## config.mk

```make
export PLATFORM = sky130hd
export DESIGN_NAME = tmh_channel
export DESIGN_NICKNAME = d
export VERILOG_FILES = /design/src/tmh_pkg.sv /design/src/tmh_channel.sv
export SDC_FILE = /design/constraint.sdc
export NUM_CORES = 1
export LEC_CHECK = 0
export ABC_AREA = 0
export BUFFER_PORTS_ARGS = -buffer_cell sky130_fd_sc_hd__buf_2
export CORE_MARGIN = 2
export CORE_UTILIZATION = 55
export CTS_BUF_LIST = sky130_fd_sc_hd__clkbuf_16
export CTS_CLUSTER_DIAMETER = 80
export DETAILED_ROUTE_END_ITERATION = 6
export PLACE_DENSITY = 0.88
export SETUP_SLACK_MARGIN = 0.4
export SLEW_MARGIN = 5
export SYNTH_ARGS = -nofsm -noshare
export SYNTH_HDL_FRONTEND = slang
export SYNTH_SLANG_ARGS = --single-unit
export TNS_END_PERCENT = 100
```

## constraint.sdc

```tcl
create_clock -name pclk -period 7.5 [get_ports pclk]
set_clock_uncertainty 0.15 [all_clocks]
set_input_delay 1.5 -clock pclk [delete_from_list [all_inputs] [get_ports pclk]]
set_output_delay 1.5 -clock pclk [all_outputs]
set_load 0.02 [all_outputs]
```

## src/tmh_pkg.sv

```systemverilog
// Constants and types of the slot handshake message channel
package tmh_pkg;

  localparam logic [11:0] TMH_CTRL_OFS   = 12'h000;
  localparam logic [11:0] TMH_TXD_OFS    = 12'h004;
  localparam logic [11:0] TMH_RXD_OFS    = 12'h008;
  localparam logic [11:0] TMH_STAT_OFS   = 12'h00c;

  localparam int          TMH_TXF_BIT    = 0;
  localparam int          TMH_RXA_BIT    = 1;
  localparam int          TMH_HIE_BIT    = 2;
  localparam int          TMH_RIE_BIT    = 3;
  localparam int          TMH_EN_BIT     = 4;
  localparam int          TMH_PS_BIT     = 5;
  localparam int          TMH_CS_LSB     = 8;

  localparam int          TMH_RCVD_BIT   = 0;
  localparam int          TMH_EOR_BIT    = 1;
  localparam int          TMH_ACK_BIT    = 2;
  localparam int          TMH_ABT_BIT    = 3;
  localparam int          TMH_ACT_BIT    = 4;

  localparam logic        TMH_EN_RST     = 1'b1;
  localparam logic        TMH_PS_RST     = 1'b0;
  localparam logic [2:0]  TMH_CS_RST     = 3'h0;
  localparam logic        TMH_FLAG_IDLE  = 1'b1;

  localparam logic [7:0]  TMH_BASE_OFS   = 8'h10;
  localparam int          TMH_CS_SHIFT   = 5;
  localparam logic [7:0]  TMH_WIN_LEN    = 8'h10;
  localparam logic [7:0]  TMH_DATA_LEN   = 8'h08;
  localparam logic [7:0]  TMH_POS_ACK    = 8'h0e;
  localparam logic [7:0]  TMH_POS_VALID  = 8'h0f;

  typedef enum logic [1:0] {TMH_TX_IDLE, TMH_TX_SEND, TMH_TX_GAP, TMH_TX_ABORT} tmh_tx_state_type;
  typedef enum logic       {TMH_RX_IDLE, TMH_RX_MSG} tmh_rx_state_type;

  typedef struct packed {
    logic [7:0] data;
    logic       ack;
    logic       valid;
  } tmh_frame_type;

  typedef struct packed {
    logic abt;
    logic ack;
    logic eor;
    logic rcvd;
  } tmh_stat_type;

endpackage : tmh_pkg

```

## src/tmh_channel.sv

```systemverilog
// Handshaked byte channel in one slot of a time-division frame, APB registers
// How it works
// - Loaded byte with transmit flag set drives valid flag active (0).
// - Received valid byte is stored; byte-received status set when enabled.
// - Setting receive-ack control acks first byte; transmitter raises byte-acked.
// - Each further byte: valid flag inactive exactly one frame, then active.
// - After reading received byte, ack flag inactive one frame, then active.
// - Clearing transmit flag forces valid flag inactive (1) in later frames.
// - Valid flag inactive two consecutive frames raises end-of-receive status.
// - Clearing receive-ack control forces ack inactive; transmit-active returns 0.
// - Transmitter may repeat the same byte; valid flag then stays active.
// - Receiver needs identical bytes in two successive frames; else waits.
// - Transmitter checks driven data and valid bits; mismatch aborts transmission.
// - Current byte is resent every frame until acked, ended or aborted.
// - Ack flag inactive two frames during transfer raises abort status.
// - Transmitter abort ends reception and is reported as end-of-receive.
// - With receive interrupt enable 0, byte-received status never sets.
// - Enable 1, ack control 0: byte-received only for first byte.
// - Enable and ack control both 1: every marked byte stored and reported.
// - One handshake enable gates end-of-receive, byte-acked and abort status.
// - Register commands run strictly one at a time.
// - Flags active low; pending byte placed once per frame until acked.
// - After reset channel enabled on first slot, output on downstream line.
//
// Our own choices: the APB slave port and the register addresses.
`timescale 1ns/100ps
`default_nettype none
module tmh_channel
  import tmh_pkg::*;
(
  input  wire logic        pclk,
  input  wire logic        presetn,
  input  wire logic        psel,
  input  wire logic        penable,
  input  wire logic        pwrite,
  input  wire logic [11:0] paddr,
  input  wire logic [31:0] pwdata,
  output logic      [31:0] prdata,
  output logic             pready,
  output logic             pslverr,
  input  wire logic        frame_sync,
  input  wire logic        bit_clock,
  input  wire logic        upstream_line_in,
  output logic             upstream_line_out,
  output logic             upstream_line_oe,
  input  wire logic        downstream_line_in,
  output logic             downstream_line_out,
  output logic             downstream_line_oe,
  output logic             irq_req
);

  function automatic logic [7:0] slot_base(input logic [2:0] cs);
    slot_base = TMH_BASE_OFS + {cs, 5'h00};
  endfunction : slot_base

  // Control and data registers
  logic             tx_flag_ctrl_r;
  logic             rx_ack_ctrl_r;
  logic             handshake_irq_enable_r;
  logic             rx_irq_enable_r;
  logic             channel_enable_r;
  logic             port_select_r;
  logic [2:0]       channel_select_r;
  logic [7:0]       tx_byte_reg_r;
  logic [7:0]       rx_byte_reg_r;
  tmh_stat_type     stat_r;
  tmh_stat_type     stat_set;
  tmh_stat_type     stat_nxt;
  logic [31:0]      prdata_r;
  logic             irq_r;

  // Link side state
  logic [2:0]       fs_s;
  logic [2:0]       bc_s;
  logic [1:0]       up_s;
  logic [1:0]       dn_s;
  logic [7:0]       bit_cnt_r;
  tmh_frame_type    cur_r;
  tmh_frame_type    prev_r;
  logic             col_r;
  logic             line_oe_r;
  tmh_tx_state_type tx_st_r;
  logic             tx_valid_flag_r;
  logic             tx_active_r;
  logic             tx_wait_r;
  logic             tx_acked_once_r;
  logic             tx_new_r;
  logic [7:0]       tx_out_r;
  tmh_rx_state_type rx_st_r;
  logic             rx_ack_flag_r;
  logic             rx_new_r;
  logic             rx_unacked_r;
  logic             rx_read_r;

  // Bus decode
  wire        acc      = psel & penable;
  wire        wr       = acc & pwrite;
  wire        sel_ctrl = (paddr == TMH_CTRL_OFS);
  wire        sel_txd  = (paddr == TMH_TXD_OFS);
  wire        sel_rxd  = (paddr == TMH_RXD_OFS);
  wire        sel_stat = (paddr == TMH_STAT_OFS);
  wire        hit      = sel_ctrl | sel_txd | sel_rxd | sel_stat;
  wire        wr_ctrl  = wr & sel_ctrl;
  wire        wr_txd   = wr & sel_txd;
  wire        wr_stat  = wr & sel_stat;
  wire        rd_rxd   = acc & ~pwrite & sel_rxd;
  wire [31:0] ctrl_rd  = {21'h000000, channel_select_r, 2'h0, port_select_r, channel_enable_r,
                          rx_irq_enable_r, handshake_irq_enable_r, rx_ack_ctrl_r, tx_flag_ctrl_r};
  wire [31:0] stat_rd  = {27'h0000000, tx_active_r, stat_r};
  wire [31:0] rd_mux   = sel_ctrl ? ctrl_rd :
                         sel_txd  ? {24'h000000, tx_byte_reg_r} :
                         sel_rxd  ? {24'h000000, rx_byte_reg_r} :
                         sel_stat ? stat_rd : 32'h00000000;

  assign pready  = 1'b1;                  // Zero-wait; each access completes before the next
  assign pslverr = acc & ~hit;
  assign prdata  = prdata_r;
  assign irq_req = irq_r;

  // Frame and bit position tracking
  wire        fs_rise  = fs_s[1] & ~fs_s[2];
  wire        bc_fall  = ~bc_s[1] & bc_s[2];
  wire        in_line  = port_select_r ? dn_s[1] : up_s[1];
  wire        own_line = port_select_r ? up_s[1] : dn_s[1];
  wire [7:0]  win      = bit_cnt_r - slot_base(channel_select_r);
  wire        in_win   = (win < TMH_WIN_LEN) & channel_enable_r;
  wire        pos_data = win < TMH_DATA_LEN;
  wire        sample   = bc_fall & in_win;
  wire        tick     = sample & (win == TMH_POS_VALID);
  wire        tx_busy  = (tx_st_r == TMH_TX_SEND) | (tx_st_r == TMH_TX_GAP);
  wire        drv_bit  = pos_data ? (tx_busy ? tx_out_r[~win[2:0]] : TMH_FLAG_IDLE) :
                         (win == TMH_POS_ACK)   ? rx_ack_flag_r :
                         (win == TMH_POS_VALID) ? tx_valid_flag_r : TMH_FLAG_IDLE;
  wire        chk_bit  = tx_busy & (pos_data | (win == TMH_POS_VALID));
  wire        mismatch = sample & chk_bit & (own_line != drv_bit);
  wire        col_now  = col_r | mismatch;

  tmh_frame_type fr;
  assign fr = '{data: cur_r.data, ack: cur_r.ack, valid: in_line};

  wire        ack_idle2  = fr.ack & prev_r.ack;
  wire        val_idle2  = fr.valid & prev_r.valid;
  wire        ack_edge   = ~fr.ack & prev_r.ack;
  wire        confirm    = rx_new_r & ~fr.valid & ~prev_r.valid & (fr.data == prev_r.data);
  wire        rx_store   = tick & confirm & ((rx_st_r == TMH_RX_IDLE) | rx_ack_ctrl_r);

  assign upstream_line_out   = 1'b0;
  assign downstream_line_out = 1'b0;
  assign upstream_line_oe    = port_select_r & line_oe_r;
  assign downstream_line_oe  = ~port_select_r & line_oe_r;

  // Status: set wins over write-one-to-clear
  always_comb
  begin
    stat_set      = '0;
    stat_set.rcvd = rx_store & rx_irq_enable_r;
    stat_set.eor  = tick & (rx_st_r == TMH_RX_MSG) & val_idle2 & handshake_irq_enable_r;
    stat_set.ack  = tick & (tx_st_r == TMH_TX_SEND) & ~col_now & tx_flag_ctrl_r & tx_wait_r
                    & ack_edge & handshake_irq_enable_r;
    stat_set.abt  = tick & tx_busy & tx_flag_ctrl_r & handshake_irq_enable_r
                    & (col_now | ((tx_st_r == TMH_TX_SEND) & tx_acked_once_r & ack_idle2));
    stat_nxt      = (stat_r & ~(wr_stat ? tmh_stat_type'(pwdata[3:0]) : '0)) | stat_set;
  end

  // Register file
  always_ff @(posedge pclk or negedge presetn)
  begin
    if (!presetn)
    begin
      tx_flag_ctrl_r         <= 1'b0;
      rx_ack_ctrl_r          <= 1'b0;
      handshake_irq_enable_r <= 1'b0;
      rx_irq_enable_r        <= 1'b0;
      channel_enable_r       <= TMH_EN_RST;
      port_select_r          <= TMH_PS_RST;
      channel_select_r       <= TMH_CS_RST;
      tx_byte_reg_r          <= 8'h00;
      stat_r                 <= '0;
      prdata_r               <= 32'h00000000;
      irq_r                  <= 1'b0;
    end
    else
    begin
      if (wr_ctrl)
      begin
        tx_flag_ctrl_r         <= pwdata[TMH_TXF_BIT];
        rx_ack_ctrl_r          <= pwdata[TMH_RXA_BIT];
        handshake_irq_enable_r <= pwdata[TMH_HIE_BIT];
        rx_irq_enable_r        <= pwdata[TMH_RIE_BIT];
        channel_enable_r       <= pwdata[TMH_EN_BIT];
        port_select_r          <= pwdata[TMH_PS_BIT];
        channel_select_r       <= pwdata[TMH_CS_LSB+2:TMH_CS_LSB];
      end
      if (wr_txd)
        tx_byte_reg_r <= pwdata[7:0];
      if (psel & ~penable)
        prdata_r <= rd_mux;
      stat_r <= stat_nxt;
      irq_r  <= |stat_nxt;
    end
  end

  // Synchronisers and bit counter
  always_ff @(posedge pclk or negedge presetn)
  begin
    if (!presetn)
    begin
      fs_s      <= 3'h0;
      bc_s      <= 3'h0;
      up_s      <= 2'h3;
      dn_s      <= 2'h3;
      bit_cnt_r <= 8'h00;
      line_oe_r <= 1'b0;
    end
    else
    begin
      fs_s <= {fs_s[1:0], frame_sync};
      bc_s <= {bc_s[1:0], bit_clock};
      up_s <= {up_s[0], upstream_line_in};
      dn_s <= {dn_s[0], downstream_line_in};
      if (fs_rise)
        bit_cnt_r <= 8'h00;
      else if (bc_fall)
        bit_cnt_r <= bit_cnt_r + 8'h01;
      line_oe_r <= in_win & ~drv_bit;
    end
  end

  // Per-frame sampling
  always_ff @(posedge pclk or negedge presetn)
  begin
    if (!presetn)
    begin
      cur_r  <= '{data: 8'h00, ack: TMH_FLAG_IDLE, valid: TMH_FLAG_IDLE};
      prev_r <= '{data: 8'h00, ack: TMH_FLAG_IDLE, valid: TMH_FLAG_IDLE};
      col_r  <= 1'b0;
    end
    else if (tick)
    begin
      prev_r <= fr;
      col_r  <= 1'b0;
    end
    else if (sample)
    begin
      if (pos_data)
        cur_r.data <= {cur_r.data[6:0], in_line};
      if (win == TMH_POS_ACK)
        cur_r.ack <= in_line;
      col_r <= col_now;
    end
  end

  // Transmitter
  always_ff @(posedge pclk or negedge presetn)
  begin
    if (!presetn)
    begin
      tx_st_r         <= TMH_TX_IDLE;
      tx_valid_flag_r <= TMH_FLAG_IDLE;
      tx_active_r     <= 1'b0;
      tx_wait_r       <= 1'b0;
      tx_acked_once_r <= 1'b0;
      tx_new_r        <= 1'b0;
      tx_out_r        <= 8'h00;
    end
    else
    begin
      if (wr_txd)
        tx_new_r <= 1'b1;
      if (tick)
      begin
        case (tx_st_r)
          TMH_TX_IDLE:
          begin
            tx_valid_flag_r <= TMH_FLAG_IDLE;
            if (tx_flag_ctrl_r & ~tx_active_r)
            begin
              tx_st_r         <= TMH_TX_SEND;
              tx_out_r        <= tx_byte_reg_r;
              tx_valid_flag_r <= 1'b0;
              tx_active_r     <= 1'b1;
              tx_wait_r       <= 1'b1;
              tx_acked_once_r <= 1'b0;
              tx_new_r        <= wr_txd;
            end
            else if (ack_idle2)
              tx_active_r <= 1'b0;
          end
          TMH_TX_SEND:
          begin
            if (!tx_flag_ctrl_r)
            begin
              tx_st_r         <= TMH_TX_IDLE;
              tx_valid_flag_r <= TMH_FLAG_IDLE;
            end
            else if (col_now | (tx_acked_once_r & ack_idle2))
            begin
              tx_st_r         <= TMH_TX_ABORT;
              tx_valid_flag_r <= TMH_FLAG_IDLE;
            end
            else if (tx_wait_r & ack_edge)
            begin
              tx_wait_r       <= 1'b0;
              tx_acked_once_r <= 1'b1;
            end
            else if (~tx_wait_r & tx_new_r)
            begin
              tx_st_r         <= TMH_TX_GAP;
              tx_valid_flag_r <= TMH_FLAG_IDLE;
            end
            // Otherwise the same byte goes out again, flag stays active
          end
          TMH_TX_GAP:
          begin
            if (!tx_flag_ctrl_r)
              tx_st_r <= TMH_TX_IDLE;
            else if (col_now)
              tx_st_r <= TMH_TX_ABORT;
            else
            begin
              tx_st_r         <= TMH_TX_SEND;
              tx_out_r        <= tx_byte_reg_r;
              tx_valid_flag_r <= 1'b0;
              tx_wait_r       <= 1'b1;
              tx_new_r        <= wr_txd;
            end
          end
          TMH_TX_ABORT:
          begin
            tx_valid_flag_r <= TMH_FLAG_IDLE;
            if (!tx_flag_ctrl_r)
              tx_st_r <= TMH_TX_IDLE;
          end
          default:
            tx_st_r <= TMH_TX_IDLE;
        endcase
      end
    end
  end

  // Receiver
  always_ff @(posedge pclk or negedge presetn)
  begin
    if (!presetn)
    begin
      rx_st_r       <= TMH_RX_IDLE;
      rx_ack_flag_r <= TMH_FLAG_IDLE;
      rx_new_r      <= 1'b0;
      rx_unacked_r  <= 1'b0;
      rx_read_r     <= 1'b0;
      rx_byte_reg_r <= 8'h00;
    end
    else
    begin
      if (rd_rxd)
        rx_read_r <= 1'b1;
      if (tick)
      begin
        if (~fr.valid & prev_r.valid)
          rx_new_r <= 1'b1;
        else if (confirm)
          rx_new_r <= 1'b0;
        if (~rx_ack_ctrl_r | (rx_st_r == TMH_RX_IDLE))
          rx_ack_flag_r <= TMH_FLAG_IDLE;
        else if (rx_ack_flag_r & rx_unacked_r)
        begin
          rx_ack_flag_r <= 1'b0;
          rx_unacked_r  <= 1'b0;
        end
        else if (~rx_ack_flag_r & rx_unacked_r & rx_read_r & ~rd_rxd)
        begin
          rx_ack_flag_r <= TMH_FLAG_IDLE;
          rx_read_r     <= 1'b0;
        end
        case (rx_st_r)
          TMH_RX_IDLE:
          begin
            if (rx_store)
              rx_st_r <= TMH_RX_MSG;
          end
          TMH_RX_MSG:
          begin
            if (val_idle2)
            begin
              rx_st_r      <= TMH_RX_IDLE;
              rx_unacked_r <= 1'b0;
            end
          end
          default:
            rx_st_r <= TMH_RX_IDLE;
        endcase
        if (rx_store & ~(val_idle2 & (rx_st_r == TMH_RX_MSG)))
        begin
          rx_byte_reg_r <= fr.data;
          rx_unacked_r  <= 1'b1;
          rx_read_r     <= rd_rxd;
        end
      end
    end
  end
endmodule : tmh_channel
`default_nettype wire

```

Yosys cells after proc, flatten, opt, wreduce, memory -nomap -nowiden
Index checks and enable logic that the tools add are counted.
- add/subtract/negate cells: 3
- order comparisons: 3
- equal/unequal tests: 19
- mux-type cells: 77
- bitwise gates (word level): 88
- reduce and logical (&&, ||, !) cells: 22
- operator list (cell ; count):
    8-bit two-way mux ; 7
    1-bit AND ; 55
    1-bit two-way mux ; 51
    12-bit by 4-bit equality test with 1-bit output (second input constant) ; 2
    1-bit inverter ; 19
    8-bit by 4-bit equality test with 1-bit output (second input constant) ; 2
    2-bit two-way mux ; 8
    8-bit case mux with 2 select lines ; 1
    5-bit AND reduction ; 3
    12-bit by 3-bit equality test with 1-bit output (second input constant) ; 1
    12-bit zero test ; 1
    2-bit inequality test (second input constant) ; 6
    2-bit nonzero test ; 6
    11-bit two-way mux ; 1
    1-bit bitwise OR ; 10
    3-bit AND reduction ; 3
    5-bit by 8-bit adder with 8-bit output (first input constant) ; 1
    8-bit by 1-bit adder with 8-bit output (second input constant) ; 1
    8-bit equality test ; 1
    8-bit by 4-bit less-than comparator with 1-bit output (second input constant) ; 1
    8-bit by 5-bit less-than comparator with 1-bit output (second input constant) ; 1
    2-bit case mux with 4 select lines ; 1
    8-bit AND reduction ; 1
    8-bit subtractor ; 1
    22 further kinds ; 28
- flip-flop bits (word level): 121
- input port bits: 53
- output and inout bits: 39
- logic and storage cells: 251

Longest topological paths before layout
- depth in word-level cells: 18
- gate-level depth with buffers: 11

Worst setup path before layout
No wires, ideal clock.
- path kind: input-to-output
- start point: input port paddr[1]
- end point: output port pslverr
- arrival time: 2359 ps
- required time: 5850 ps
- slack: 3491 ps
- stages on the path: 4
- path buffers: 1
- cell sequence: nor4_1 > and4_1 > clkbuf_1 > nor2_1
- longest elaborated chain between the ends: 6
- elaborated cells on any way between the ends: 9
- classes of those cells: eq/ne: 3; bitwise: 5; reduce/logical: 1
- ends and longest elaborated chain (what ; line ; RTL):
    from (decl) ; tmh_channel.sv:36 ; input wire logic [11:0] paddr,
    12-bit by 3-bit equality test with 1-bit output / 12-bit zero test (equally long branches) ; tmh_channel.sv:99, tmh_channel.sv:98 ;
    1-bit bitwise OR (2 in a row) ; tmh_channel.sv:102 ; wire hit = sel_ctrl | sel_txd | sel_rxd | sel_stat;
    1-bit bitwise OR (*) ; tmh_channel.sv:102 ;
    1-bit inverter (*) ; tmh_channel.sv:116 ; assign pslverr = acc & ~hit;
    1-bit AND (*) ; tmh_channel.sv:116 ;
    to (decl) ; tmh_channel.sv:40 ; output logic pslverr,
Mark *: on every way between the ends. The rest lies on a longest branch, timed or not.

Worst setup path after layout
Same ends and word-level chain as after synthesis.

==> out/results.txt <==
Outcome: finished clean
Largest net degree at the start of global routing: 54
Reg2Reg Setup Slack: 3.83 ns
Max incr delay on CP: 0.44 ns
Worst-path cell chain: buf_2 > nor4_1 > and4_1 > nor2_1 > buf_2
Unrepaired setup endpoints after global routing: false
Lkg Pwr: 2.79 nW
Syn Area/Cell: 11.1 sq um
Cell Area, Placed: 0.00549 sq mm
Critical Path RT: 5.85 ns
Initial antenna violation count: 0
Core area: 0.00924 sq mm
Clock buffer depth: 2
Highest-count cells in the layout ignoring fill and taps: 90 x dfrtp_1, 68 x nand2_1, 46 x mux2_2
Number of global-route vias before repair: 3,715
HP Class: reg -> reg
TritonCTS clock tree: yes
Diode count: 0
Die Y: 101 um
Max Fclk: 234 MHz
Critical path class: in -> out
Slew HR: 47.3%
Syn Std Cell Area: 0.00522 sq mm
Final Cycle Share: 56.9%
Reg clk slew, reported paths: 0.07 ns
Reg area: 0.00251 sq mm
Worst setup SP type: input pin
Setup Buffers After CTS: 0
Initial DRC Count: 255
Final setup violation count: 0
Seq cells post-synth: 100
Setup crit end kind: output pin
Power density over the cells: 191 mW/mm^2
Peak VDD IR: 0.000130 V
Post-CTS sizing: 0
Die X: 101 um
Rows: 35
Gpl congestion: 0.958
Most used cell, CP: buf_2
Max cap viols: 0
Sequential fraction of the synthesis area: 48.2%
Fin Setup TNS: 0 ns
Vias per cell: 5.78
Final hold violations: 0
Full die area: 0.0103 sq mm
Drt pass-1 iters: 7
GRT Residual Overflow: 0
Share of cells above drive strength 1: 26.9%
Post-synth EDFFs: 0
Initial Util: 56.5%
Worst-Skew Late Latency: 0.34 ns
Slowest CP cell: and4_1
NumNets Final: 587
CTS Buf Count: 9
Clock tree root driver cell: clkbuf_16
Most common cell after layout, fill and taps aside: dfrtp_1
Async SR Flop Fraction: 100%
Final Cell Area: 0.00580 sq mm
Routed WL per cell: 17.5 um
Final WL: 11,400 um
ANT nets after route: 0
Final hold slack: 0.203 ns
# fillers: 658
Tmin final: 4.27 ns
Hold-fix buffers, CTS: 0
Global-route wire length before repair: 18,400 um
Worst slew pin tran: 0.787 ns
Ys flop type: dfrtp_1
Post-DP HPWL: 7990 um
IO Port Bufs: 46
Area of the multi-input gates: 0.00248 sq mm
Max Fanout on Critical Path: 8
H-tree depth: 3
GRT Total Usage: 23.3%
Post-synthesis cell count: 470
Critical Path AT: 2.62 ns
CTS sink count: 100
I/O pin cnt: 92
Synth warn: 0
Distinct cells, synth: 60
Max Slew Vio Count: 0
# DRC: 0
DR vias: 3,760
Area grow syn2layout: 11.2%
-- routing by layer --
layer,vias up,track usage [%],share of wire (%)
met1,1854,30.3,42
met2,182,39.2,49
met4,0,9.77,2.4
li1,1695,-,-
met3,29,3.66,6.2
met5,-,0,0
-- critical path, delay by kind of cell --
kind          cells  cell delay (ns)
buf+inv           2             0.26
simple gates      3             0.86
-- metrics by stage --
stage | util (%) | instances | worst slack [ns] | power (W)
global placement | 59.4 | 634 | 3.27 | 0.000640
global route | 62.8 | 650 | 3.17 | 0.00114
CTS | 62.8 | 650 | 3.24 | 0.00111
detailed placement | 59.4 | 634 | 3.24 | 0.000643
floorplan | - | 492 | 3.49 | 0.000622
finish | 62.8 | 650 | 3.23 | 0.00111
-- where the power goes --
part           internal [W]  switching, W   total, W
logic             0.0000266     0.0000560  0.0000826
clock network      0.000264      0.000211   0.000475
registers          0.000546    0.00000666   0.000552
total              0.000836      0.000274    0.00111
-- path summary, 6_finish.rpt --
| kind | start | end | depth (start not counted) |
|---|---|---|---|
| max | paddr[1] | pslverr | 5 |
| min | fs_s[0] | fs_s[1] | 0 |
| max reg2reg | bit_cnt_r[3] | irq_req | 9 |
| min reg2reg | fs_s[0] | fs_s[1] | 0 |
| max in group asynchronous | presetn | tx_out_r[7] | 2 |
| min in group asynchronous | presetn | bc_s[0] | 1 |
-- synth_stat cells (all sizes together), types with 5 or more instances --
master | count | share of area (%)
a211oi | 7 | 1.2
nor2 | 22 | 1.6
clkbuf | 12 | 0.86
mux4 | 6 | 2.6
nand2 | 68 | 4.9
and3 | 7 | 0.84
xnor2 | 12 | 2.2
o31ai | 5 | 0.72
o21ai | 22 | 2.1
buf | 24 | 3.5
xor2 | 9 | 1.5
mux2 | 47 | 10
a21oi | 12 | 1.2
dfrtp | 90 | 43
nor2b | 5 | 0.60
inv | 21 | 1.5
dfstp | 10 | 5.0
nand3 | 9 | 1.1
ha | 18 | 4.3
-- layout make-up --
type / instances / area share (%)
clock buffers: 9 / 3.88
clock inverters: 7 / 1.47
inverters: 21 / 1.36
well taps: 129 / 2.78
repair buffers: 49 / 4.40
multi-input cells: 335 / 42.8
flip-flops and latches: 100 / 43.4
-- sequential cells by signal, indices dropped and copies added, names as in the netlist, 2 cells and up --
name	count
prdata	11
channel_select_r	3
up_s	2
rx_byte_reg_r	8
dn_s	2
tx_st_r	2
bc_s	3
cur_r	9
tx_out_r	8
fs_s	3
stat_r	4
prev_r	10
tx_byte_reg_r	8
bit_cnt_r	8
-- logic make-up after synthesis --
family | share of synthesized area, %
adder cells (fa/ha/maj) | 4.32
AND/OR/NAND/NOR | 13.5
XOR/XNOR | 3.67
flip-flops | 48.2
multiplexers | 13.4
AO/OA/AOI/OAI | 10.9
other | 0.144
buffers and inverters | 5.83
(Power assumes the default switching activity.)
